[config.mk]
export PLATFORM = sky130hd
export DESIGN_NAME = oef_top
export DESIGN_NICKNAME = d
export VERILOG_FILES = /design/src/hw/oef_pkg.sv /design/src/hw/oef_sync.sv /design/src/hw/oef_hold_timer.sv /design/src/hw/oef_top.sv
export SDC_FILE = /design/constraint.sdc
export NUM_CORES = 1
export LEC_CHECK = 0
export BUFFER_PORTS_ARGS = -buffer_cell sky130_fd_sc_hd__buf_2
export CAP_MARGIN = 0
export CORE_MARGIN = 4
export CORE_UTILIZATION = 40
export DETAILED_ROUTE_END_ITERATION = 7
export PLACE_DENSITY_LB_ADDON = 0.2
export SLEW_MARGIN = 30
export SYNTH_ARGS = -nofsm -noshare
export SYNTH_HDL_FRONTEND = slang
export SYNTH_SLANG_ARGS = --single-unit
export TNS_END_PERCENT = 10
[constraint.sdc]
create_clock -name clk -period 3.25 [get_ports clk]
set_clock_uncertainty 0.15 [all_clocks]
set_input_delay 0.1625 -clock clk [delete_from_list [all_inputs] [get_ports clk]]
set_output_delay 0.1625 -clock clk [all_outputs]
set_load 0.005 [all_outputs]
[src/hw/oef_pkg.sv]
package oef_pkg;

    // ------------------------------------------------------------
    // clock and timing
    // ------------------------------------------------------------
    localparam int CLK_MHZ = 100;
    localparam int LONG_SE0_TIME_US = 2000;
    localparam int IDLE_SUSPEND_TIME_US = 3000;
    localparam int LONG_SE0_CYCLES = LONG_SE0_TIME_US * CLK_MHZ;
    localparam int IDLE_SUSPEND_CYCLES = IDLE_SUSPEND_TIME_US * CLK_MHZ;
    // synchroniser fill plus one compare stage
    localparam int SETTLE_CYCLES = 3;
    localparam int SETTLE_W = 2;

    // ------------------------------------------------------------
    // register port
    // ------------------------------------------------------------
    localparam int ADDR_W = 8;
    localparam int DATA_W = 16;
    localparam logic [7:0] CMD_PENDING_RD = 8'h66;
    localparam logic [7:0] CMD_STATUS_RD = 8'h67;
    localparam logic [7:0] CMD_FLAGS_RD = 8'h68;
    localparam logic [7:0] CMD_IRQ_EN_RD = 8'h69;
    localparam logic [7:0] CMD_FLAGS_WR = 8'hE8;
    localparam logic [7:0] CMD_IRQ_EN_WR = 8'hE9;

    // ------------------------------------------------------------
    // field layout
    // ------------------------------------------------------------
    localparam int NUM_LEVELS = 6;
    localparam int NUM_EVENTS = 11;
    localparam int BIT_ID = 0;
    localparam int BIT_A_VBUS = 1;
    localparam int BIT_B_END = 2;
    localparam int BIT_A_SESS = 3;
    localparam int BIT_B_SESS = 4;
    localparam int BIT_RMT = 5;
    localparam int BIT_SUSPEND = 6;
    localparam int BIT_RESUME = 7;
    localparam int BIT_SRP = 8;
    localparam int BIT_SE0 = 9;
    localparam int BIT_TIMER = 10;
    localparam logic [15:0] EVENT_MASK = 16'h07FF;
    localparam logic [15:0] IRQ_EN_RESET = 16'h0000;
    localparam logic [15:0] FLAGS_RESET = 16'h0000;
    localparam logic [15:0] RDATA_IDLE = 16'h0000;

    // ------------------------------------------------------------
    // carriers
    // ------------------------------------------------------------
    // bit order equals flag bit order 5..0
    typedef struct packed {
        logic remote_connected;
        logic b_session_valid;
        logic a_session_valid;
        logic b_session_end;
        logic a_vbus_valid;
        logic id_pin_level;
    } oef_levels_t;

    typedef struct packed {
        logic timer_timeout;
        logic session_request;
    } oef_events_t;

    typedef struct packed {
        logic [ADDR_W-1:0] addr;
        logic [DATA_W-1:0] wdata;
        logic wr;
        logic rd;
    } oef_bus_req_t;

endpackage

[src/hw/oef_sync.sv]
`timescale 1ns/1ns
module oef_sync #(
    parameter int WIDTH = 1
) (
    input wire logic clk,
    input wire logic srst,
    input wire logic [WIDTH-1:0] async_in,
    output logic [WIDTH-1:0] sync_out
);
    logic [WIDTH-1:0] meta_r;
    logic [WIDTH-1:0] sync_r;

    if (WIDTH < 1) begin : g_bad_width
        $error("oef_sync: WIDTH must be at least 1");
    end

    // first stage feeds only the second
    always_ff @(posedge clk) begin
        if (srst) begin
            meta_r <= '0;
            sync_r <= '0;
        end else begin
            meta_r <= async_in;
            sync_r <= meta_r;
        end
    end

    assign sync_out = sync_r;
endmodule // oef_sync

[src/hw/oef_hold_timer.sv]
`timescale 1ns/1ns
module oef_hold_timer #(
    parameter int LIMIT = 200000
) (
    input wire logic clk,
    input wire logic srst,
    input wire logic cond,
    output logic hit
);
    localparam int CNT_W = $clog2(LIMIT + 2);
    localparam logic [CNT_W-1:0] LIMIT_CNT = CNT_W'(LIMIT);

    logic [CNT_W-1:0] cnt_r;
    logic [CNT_W-1:0] cnt_nxt;
    logic hit_r;
    wire at_limit = (cnt_r == LIMIT_CNT);
    wire past_limit = (cnt_r > LIMIT_CNT);

    if (LIMIT < 1) begin : g_bad_limit
        $error("oef_hold_timer: LIMIT must be at least 1");
    end

    // one pulse per run; saturates so a long run cannot re-fire
    assign cnt_nxt = !cond ? '0 : (past_limit ? cnt_r : cnt_r + 1'b1);

    always_ff @(posedge clk) begin
        if (srst) begin
            cnt_r <= '0;
            hit_r <= 1'b0;
        end else begin
            cnt_r <= cnt_nxt;
            hit_r <= cond && at_limit;
        end
    end

    assign hit = hit_r;
endmodule // oef_hold_timer

[src/hw/oef_top.sv]
// What this block does
// - flag bit 2 sets on b_session_end change, write one clears, zero ignored.
// - flag bit 1 sets on a_vbus_valid change, write one clears, zero ignored.
// - flag bit 0 sets on id_pin_level change, write one clears, zero ignored.
// - enable register read 69h, write E9h; bits 10..0 reset zero, 15..11 reserved.
// - enable bit 10 passes timer timeout flag to interrupt.
// - enable bit 9 passes long SE0 flag to interrupt.
// - enable bit 8 passes session request flag to interrupt.
// - enable bit 7 passes resume (J to K only) flag to interrupt.
// - enable bit 6 passes suspend flag to interrupt.
// - enable bit 5 passes remote connection change flag to interrupt.
// - enable bit 4 passes b_session_valid change flag to interrupt.
// - enable bit 3 passes a_session_valid change flag to interrupt.
// - enable bit 2 passes b_session_end change flag to interrupt.
// - enable bit 1 passes a_vbus_valid change flag to interrupt.
// - enable bit 0 passes id_pin_level change flag to interrupt.
// - flag bit 10 sets on timer timeout, write one clears.
// - flag bit 9 sets after more than 2 ms of SE0, write one clears.
// - flag bit 6 sets on suspend entry after more than 3 ms idle.
// - flag bit 7 sets on J to K while suspended, write one clears.
//
// The implementer's own choice: strobed register access.
`timescale 1ns/1ns
module oef_top #(
    parameter int LONG_SE0_CYCLES = oef_pkg::LONG_SE0_CYCLES,
    parameter int IDLE_SUSPEND_CYCLES = oef_pkg::IDLE_SUSPEND_CYCLES
) (
    input wire logic clk,
    input wire logic srst,
    input wire oef_pkg::oef_bus_req_t bus_req,
    output logic [oef_pkg::DATA_W-1:0] rdata,
    input wire oef_pkg::oef_levels_t levels_async,
    input wire oef_pkg::oef_events_t events,
    input wire logic dp_pin,
    input wire logic dm_pin,
    output logic otg_irq
);
    import oef_pkg::*;

    // ------------------------------------------------------------
    // elaboration checks
    // ------------------------------------------------------------
    if (LONG_SE0_CYCLES < 1) begin : g_bad_se0
        $error("oef_top: LONG_SE0_CYCLES must be at least 1");
    end
    if (IDLE_SUSPEND_CYCLES < 1) begin : g_bad_idle
        $error("oef_top: IDLE_SUSPEND_CYCLES must be at least 1");
    end
    // register word, flag order and decode all lean on the package layout
    if (NUM_EVENTS > DATA_W) begin : g_bad_events
        $error("oef_top: NUM_EVENTS exceeds DATA_W");
    end
    if (NUM_LEVELS + 1 > DATA_W) begin : g_bad_levels
        $error("oef_top: status word exceeds DATA_W");
    end
    if (BIT_RMT != NUM_LEVELS - 1) begin : g_bad_order
        $error("oef_top: level struct order must match flag bits");
    end
    if (BIT_TIMER != NUM_EVENTS - 1) begin : g_bad_layout
        $error("oef_top: event bits must be packed from zero");
    end
    if (EVENT_MASK != DATA_W'((1 << NUM_EVENTS) - 1)) begin : g_bad_mask
        $error("oef_top: EVENT_MASK must cover exactly the event bits");
    end
    if ((IRQ_EN_RESET & ~EVENT_MASK) != '0) begin : g_bad_en_reset
        $error("oef_top: reserved enable bits must reset to zero");
    end
    if ((FLAGS_RESET & ~EVENT_MASK) != '0) begin : g_bad_fl_reset
        $error("oef_top: reserved flag bits must reset to zero");
    end
    if (SETTLE_CYCLES < 1 || SETTLE_CYCLES > (1 << SETTLE_W)) begin : g_bad_settle
        $error("oef_top: SETTLE_CYCLES does not fit SETTLE_W");
    end
    if (ADDR_W != $bits(CMD_FLAGS_RD)) begin : g_bad_addr
        $error("oef_top: ADDR_W must match the command code width");
    end
    if (CMD_FLAGS_RD == CMD_IRQ_EN_RD || CMD_FLAGS_WR == CMD_IRQ_EN_WR) begin : g_bad_codes
        $error("oef_top: command codes must be distinct");
    end

    // ------------------------------------------------------------
    // declarations
    // ------------------------------------------------------------
    oef_levels_t levels_sync;
    oef_levels_t levels_prev_r;
    logic [1:0] line_sync;
    logic [SETTLE_W-1:0] settle_r;
    logic settled_r;
    logic suspended_r;
    logic suspended_nxt;
    logic line_j_prev_r;
    logic long_se0_hit;
    logic idle_hit;
    logic [DATA_W-1:0] flags_r;
    logic [DATA_W-1:0] flags_nxt;
    logic [DATA_W-1:0] irq_en_r;
    logic [DATA_W-1:0] irq_en_nxt;
    logic [DATA_W-1:0] rdata_r;
    logic [DATA_W-1:0] rdata_nxt;
    logic otg_irq_r;
    logic otg_irq_nxt;
    logic [NUM_EVENTS-1:0] flag_set;
    logic [NUM_LEVELS-1:0] level_chg;

    // ------------------------------------------------------------
    // pin synchronisers
    // ------------------------------------------------------------
    oef_sync #(
        .WIDTH(NUM_LEVELS)
    ) u_level_sync (
        .clk(clk),
        .srst(srst),
        .async_in(levels_async),
        .sync_out(levels_sync)
    );

    oef_sync #(
        .WIDTH(2)
    ) u_line_sync (
        .clk(clk),
        .srst(srst),
        .async_in({dp_pin, dm_pin}),
        .sync_out(line_sync)
    );

    // ------------------------------------------------------------
    // settle window after reset
    // ------------------------------------------------------------
    // synchronisers come out of reset at zero; comparing against
    // them before they fill would flag every high level as a change
    localparam logic [SETTLE_W-1:0] SETTLE_LAST = SETTLE_W'(SETTLE_CYCLES - 1);
    wire settle_done = (settle_r == SETTLE_LAST);

    always_ff @(posedge clk) begin
        if (srst) begin
            settle_r <= '0;
            settled_r <= 1'b0;
        end else begin
            settle_r <= settle_done ? settle_r : settle_r + 1'b1;
            settled_r <= settle_done;
        end
    end

    // ------------------------------------------------------------
    // status level change detection
    // ------------------------------------------------------------
    always_ff @(posedge clk) begin
        if (srst) begin
            levels_prev_r <= '0;
        end else begin
            levels_prev_r <= levels_sync;
        end
    end

    assign level_chg = settled_r ? (levels_sync ^ levels_prev_r) : '0;

    // ------------------------------------------------------------
    // bus line state
    // ------------------------------------------------------------
    wire line_dp = line_sync[1];
    wire line_dm = line_sync[0];
    wire line_se0 = !line_dp && !line_dm;
    wire line_j = line_dp && !line_dm;
    wire line_k = !line_dp && line_dm;

    oef_hold_timer #(
        .LIMIT(LONG_SE0_CYCLES)
    ) u_se0_timer (
        .clk(clk),
        .srst(srst),
        .cond(line_se0 && settled_r),
        .hit(long_se0_hit)
    );

    // idle timer stops once suspended, so suspend entry flags once
    oef_hold_timer #(
        .LIMIT(IDLE_SUSPEND_CYCLES)
    ) u_idle_timer (
        .clk(clk),
        .srst(srst),
        .cond(line_j && !suspended_r && settled_r),
        .hit(idle_hit)
    );

    // any non-idle line state ends suspend
    assign suspended_nxt = idle_hit ? 1'b1 : (suspended_r && line_j);

    always_ff @(posedge clk) begin
        if (srst) begin
            suspended_r <= 1'b0;
            line_j_prev_r <= 1'b0;
        end else begin
            suspended_r <= suspended_nxt;
            line_j_prev_r <= line_j;
        end
    end

    // only a direct J to K counts; SE0 or a J to SE0 wake is ignored
    wire resume_seen = suspended_r && line_j_prev_r && line_k;

    // ------------------------------------------------------------
    // event flag sources
    // ------------------------------------------------------------
    wire id_pin_changed = level_chg[BIT_ID];
    wire a_vbus_valid_changed = level_chg[BIT_A_VBUS];
    wire b_session_end_changed = level_chg[BIT_B_END];
    wire a_session_valid_changed = level_chg[BIT_A_SESS];
    wire b_session_valid_changed = level_chg[BIT_B_SESS];
    wire remote_connect_changed = level_chg[BIT_RMT];
    wire suspend_flag = idle_hit;
    wire resume_flag = resume_seen;
    wire session_request_flag = events.session_request;
    wire long_se0_flag = long_se0_hit;
    wire timer_timeout_flag = events.timer_timeout;

    always_comb begin
        flag_set = '0;
        flag_set[BIT_ID] = id_pin_changed;
        flag_set[BIT_A_VBUS] = a_vbus_valid_changed;
        flag_set[BIT_B_END] = b_session_end_changed;
        flag_set[BIT_A_SESS] = a_session_valid_changed;
        flag_set[BIT_B_SESS] = b_session_valid_changed;
        flag_set[BIT_RMT] = remote_connect_changed;
        flag_set[BIT_SUSPEND] = suspend_flag;
        flag_set[BIT_RESUME] = resume_flag;
        flag_set[BIT_SRP] = session_request_flag;
        flag_set[BIT_SE0] = long_se0_flag;
        flag_set[BIT_TIMER] = timer_timeout_flag;
    end

    // ------------------------------------------------------------
    // register decode
    // ------------------------------------------------------------
    wire wr_flags = bus_req.wr && (bus_req.addr == CMD_FLAGS_WR);
    wire wr_irq_en = bus_req.wr && (bus_req.addr == CMD_IRQ_EN_WR);
    wire rd_flags = bus_req.rd && (bus_req.addr == CMD_FLAGS_RD);
    wire rd_irq_en = bus_req.rd && (bus_req.addr == CMD_IRQ_EN_RD);
    wire rd_status = bus_req.rd && (bus_req.addr == CMD_STATUS_RD);
    wire rd_pending = bus_req.rd && (bus_req.addr == CMD_PENDING_RD);

    // ------------------------------------------------------------
    // event flags, write one to clear
    // ------------------------------------------------------------
    // zero bits of the write leave their flag alone; a set in the
    // same cycle as its clear wins so no event is lost
    wire [DATA_W-1:0] flags_clr = wr_flags ? (bus_req.wdata & EVENT_MASK) : '0;
    wire [DATA_W-1:0] flags_setv = DATA_W'(flag_set);

    wire [DATA_W-1:0] flags_keep = flags_r & ~flags_clr;

    assign flags_nxt = flags_keep | flags_setv;

    always_ff @(posedge clk) begin
        if (srst) begin
            flags_r <= FLAGS_RESET;
        end else begin
            flags_r <= flags_nxt;
        end
    end

    // ------------------------------------------------------------
    // interrupt enable register
    // ------------------------------------------------------------
    // reserved bits 15..11 are not stored and read as zero
    assign irq_en_nxt = wr_irq_en ? (bus_req.wdata & EVENT_MASK) : irq_en_r;

    always_ff @(posedge clk) begin
        if (srst) begin
            irq_en_r <= IRQ_EN_RESET;
        end else begin
            irq_en_r <= irq_en_nxt;
        end
    end

    // next-state enables so the request moves with the enable write
    wire timer_timeout_irq_en = irq_en_nxt[BIT_TIMER];
    wire long_se0_irq_en = irq_en_nxt[BIT_SE0];
    wire session_request_irq_en = irq_en_nxt[BIT_SRP];
    wire resume_irq_en = irq_en_nxt[BIT_RESUME];
    wire suspend_irq_en = irq_en_nxt[BIT_SUSPEND];
    wire remote_connect_irq_en = irq_en_nxt[BIT_RMT];
    wire b_session_valid_irq_en = irq_en_nxt[BIT_B_SESS];
    wire a_session_valid_irq_en = irq_en_nxt[BIT_A_SESS];
    wire b_session_end_irq_en = irq_en_nxt[BIT_B_END];
    wire a_vbus_valid_irq_en = irq_en_nxt[BIT_A_VBUS];
    wire id_pin_irq_en = irq_en_nxt[BIT_ID];

    // ------------------------------------------------------------
    // interrupt request
    // ------------------------------------------------------------
    // gated on next-state values so the request moves with the flag
    wire [DATA_W-1:0] pending = flags_r & irq_en_r;

    wire pend_timer = flags_nxt[BIT_TIMER] && timer_timeout_irq_en;
    wire pend_se0 = flags_nxt[BIT_SE0] && long_se0_irq_en;
    wire pend_srp = flags_nxt[BIT_SRP] && session_request_irq_en;
    wire pend_resume = flags_nxt[BIT_RESUME] && resume_irq_en;
    wire pend_suspend = flags_nxt[BIT_SUSPEND] && suspend_irq_en;
    wire pend_rmt = flags_nxt[BIT_RMT] && remote_connect_irq_en;
    wire pend_b_sess = flags_nxt[BIT_B_SESS] && b_session_valid_irq_en;
    wire pend_a_sess = flags_nxt[BIT_A_SESS] && a_session_valid_irq_en;
    wire pend_b_end = flags_nxt[BIT_B_END] && b_session_end_irq_en;
    wire pend_a_vbus = flags_nxt[BIT_A_VBUS] && a_vbus_valid_irq_en;
    wire pend_id = flags_nxt[BIT_ID] && id_pin_irq_en;

    assign otg_irq_nxt = pend_timer | pend_se0 | pend_srp | pend_resume
        | pend_suspend | pend_rmt | pend_b_sess | pend_a_sess
        | pend_b_end | pend_a_vbus | pend_id;

    always_ff @(posedge clk) begin
        if (srst) begin
            otg_irq_r <= 1'b0;
        end else begin
            otg_irq_r <= otg_irq_nxt;
        end
    end

    // ------------------------------------------------------------
    // read data
    // ------------------------------------------------------------
    wire [DATA_W-1:0] status_word =
        DATA_W'({suspended_r, levels_sync});

    // each source gated by its own decode; a new code is one more word
    wire [DATA_W-1:0] word_flags = rd_flags ? flags_r : '0;
    wire [DATA_W-1:0] word_irq_en = rd_irq_en ? irq_en_r : '0;
    wire [DATA_W-1:0] word_status = rd_status ? status_word : '0;
    wire [DATA_W-1:0] word_pending = rd_pending ? pending : '0;
    wire rd_mapped = rd_flags || rd_irq_en || rd_status || rd_pending;

    // unmapped reads and idle cycles return the idle word
    assign rdata_nxt = rd_mapped
        ? (word_flags | word_irq_en | word_status | word_pending)
        : RDATA_IDLE;

    always_ff @(posedge clk) begin
        if (srst) begin
            rdata_r <= RDATA_IDLE;
        end else begin
            rdata_r <= rdata_nxt;
        end
    end

    assign rdata = rdata_r;
    assign otg_irq = otg_irq_r;
endmodule // oef_top

==> impl_metrics.csv <==
group,metric,value,unit
synthesis,synthAdderAreaFrac,0.0147,
pwr,p_leak,0.00183,uW
synthesis,syn_inst,448,
drt,viasPerCell,5.16,
cts,cts_buffer_depth,2,
global_route,antenna_found_initial,0,
cells_and_area,num_antenna_cells,0,
global_route,grt_max_degree,49,
critical_path,crit_path_max_incr_delay,0.50,ns
floorplanning,die_y,111,um
cts,cts_root_buf,"clkbuf_8",
synthesis,synth_mux_area_frac,0.0290,
drt,routed_wl,9.06,mm
critical_path,ff2ff_setup_slack,0.67,ns
global_route,overflow,0,
synthesis,synth_edf_count,0,
cells_and_area,syn_to_final_growth,17.0,%
synthesis,synth-seq-cells,100,
floorplanning,rows,37,
cts,cts.htree.levels,3,
critical_path,crit_family,"simple AND/OR/NAND/NOR gates",
sta,hold_viol,0,
placement,port_buffers,44,
drt,vias,3354,
synthesis,synth_top_family_by_area,"simple AND/OR/NAND/NOR gates",
sta,fin_ws,0.671,ns
global_route,groute.usage.overall,0.149,
drt,wire_per_inst,13.9,um
cells_and_area,nets,552,
placement,dp_slack,0.697,ns
sta,post-route-min-period,2.58,ns
synthesis,syn-mean-instance-area,9.52,um2
global_route,grt_pass1_vias,3249,
critical_path,critical-path-slowest-cell,"a41oi_4",
placement,gp_congestion,0.827,
synthesis,yosysTopAreaCell,"dfxtp_1",
floorplanning,io_pins,55,
critical_path,worstSetupStartpointType,"register",
pwr,p_total,2220,uW
synthesis,netlist_area,4270,um2
synthesis,dominantRegCellSynth,"dfxtp_1",
critical_path,path_class,"register to register",
cts,worst_setup_hold_path_clk_slew,0.10,ns
critical_path,path_max_fanout,15,
drt,initialDrtViolationCount,198,
synthesis,synth_common_cells,"100 x dfxtp_1, 53 x nor2_1, 25 x a21oi_1, 25 x xor2_1, 24 x nand2_1",
cts,insertion_delay,0.37,ns
drt,drc,0,
sta,finalCritPeriodShare,0.793,
cts,clock_sinks,100,
cts,hold_buffers,18,
drt,drt_pass1_iterations,4,
cts,cts_tree,"yes",
synthesis,synth_top_area_frac,0.469,
sta,rsz0062_at_grt,"false",
critical_path,critPathBufInv,1,
synthesis,synth-xor-area-share,0.0636,
floorplanning,coreArea,10400,um2
sta,clock.fmax,388,MHz
critical_path,worstSetupEndpointType,"register",
sta,slew_violations,0,
synthesis,synth_warnings,0,
min_path,holdPathStages,3,
cells_and_area,fill_cells,990,
floorplanning,die_w,111,um
floorplanning,die_area,12400,um2
outcome,status,"finished, final reports clean",
cts,cts_setup_buffers,0,
critical_path,worstReg2RegStart,"u_se0_timer.cnt_r[0]",
pwr,ir_drop,0.000186,V
sta,setup_violations,0,
synthesis,seq_area_frac_synth,0.469,
critical_path,critPathRequiredTime,3.39,ns
cts,cts_made_buffers,9,
drt,postRouteAntennaNets,0,
pwr,power.density,445,nW/um2
floorplanning,initial_core_util,0.411,
critical_path,cp_data_arrival_time,2.72,ns
cells_and_area,drive_gt1_frac,0.160,
synthesis,ys_types,62,
min_path,hold_path.class,"primary input to register",
synthesis,post-synth-top-count-cell,"dfxtp_1",
critical_path,reg2regPathDepth,8,
min_path,holdPathEnd,"irq_en_r[0]",
sta,worst_pin_slew,0.861,ns
flow_run,drv_cap,0,
synthesis,synthTopCellsByArea,"dfxtp_1 47%, xor2_1 5.1%, nor2_1 4.7%",
global_route,grt_pass1_wl,15.3,mm
critical_path,crit_chain,"inv_1 -> ha_1 -> nor4bb_1 -> nand4b_1 -> a41oi_4 -> o2111ai_2 -> or3_1 -> a21oi_1",
sta,timing.hold.ws,0.0225,ns
cells_and_area,utilization,0.481,
sta,setup-tns-final,0,ns
critical_path,reg2reg_to,"u_se0_timer.cnt_r[14]",
synthesis,async_flop_share,0,
min_path,hold_start,"bus_req[2]",
placement,dp_hpwl,6.24,mm
sta,maxSlewHeadroom,0.426,
synthesis,synthSimpleGateAreaFrac,0.218,
synthesis,synth_compound_area_frac,0.166,
cts,cts_resized,0,
-- cell families after synthesis --
kind of cell,count (synthesis)
and+or+nand+nor,165
DFF,100
AOI/OAI and AO/OA,98
buffers and inverters,36
xor gates and xnor gates,31
muxes,12
adders and majority gates,5
other,1
-- cells in the final DEF (no fill, tap or decap), types with 14 or more instances in the layout --
cell type / instances
a22oi_1: 14
buf_2: 44
dfxtp_1: 100
nor2b_1: 23
dlygate4sd3_1: 18
nand2_1: 24
a21oi_1: 25
o21ai_0: 14
nor2_1: 53
xor2_1: 25
-- power by group --
part | internal (uW) | switching (uW)
clock network | 362 | 438
logic | 70.4 | 70.5
registers | 1260 | 23.1
-- sequential cells by signal (all words and copies together), names as in the netlist, 6 cells and up --
| name | flops |
|---|---|
| levels_prev_r | 6 |
| flags_r | 11 |
| u_level_sync.sync_out | 6 |
| irq_en_r | 11 |
| u_level_sync.meta_r | 6 |
| u_idle_timer.cnt_r | 19 |
| rdata | 11 |
| u_se0_timer.cnt_r | 18 |
-- tightest hold or removal path: cells and delay by family --
| family | cells | cell delay [ns] |
|---|---|---|
| and+or+nand+nor | 1 | 0.11 |
| buffers and inverters | 1 | 0.09 |
| muxes | 1 | 0.14 |
-- worst max path at each step --
stage,startpoint,slack (ns),depth (start not counted),end
2_1_floorplan,u_se0_timer.cnt_r[0],1.19,8,u_se0_timer.cnt_r[16]
3_3_place_gp,u_se0_timer.cnt_r[0],0.81,8,u_se0_timer.cnt_r[16]
3_5_place_dp,u_se0_timer.cnt_r[0],0.70,8,u_se0_timer.cnt_r[16]
4_1_cts,u_se0_timer.cnt_r[0],0.66,8,u_se0_timer.cnt_r[16]
5_1_grt,u_se0_timer.cnt_r[0],0.44,8,u_se0_timer.cnt_r[14]
6_report,u_se0_timer.cnt_r[0],0.67,8,u_se0_timer.cnt_r[14]
-- per-stage QoR --
step,cell area [um2],std cells
after floorplan,4280,452
after global placement,4610,616
after detailed placement,4610,616
after CTS,4990,650
after global routing,4990,650
final,4990,650
-- area by class of cell --
cell class	instances	area, um2	share of cell area
Inverter	12	45.0	0.00902
Clock inverter	7	75.1	0.0150
Clock buffer	9	124	0.0248
Multi-Input combinational cell	316	2120	0.424
Tap cell	136	170	0.0341
Timing Repair Buffer	70	460	0.0922
Sequential cell	100	2000	0.401
-- per-layer routing --
metal | vias to the layer above | global-route usage | part of all wire
met5 | - | 0 | 0
met4 | 0 | 0.0535 | 0.0070
met3 | 5 | 0.0322 | 0.048
met2 | 73 | 0.255 | 0.48
met1 | 1562 | 0.185 | 0.47
li1 | 1714 | - | -
Power figures use the tool's default switching activity.
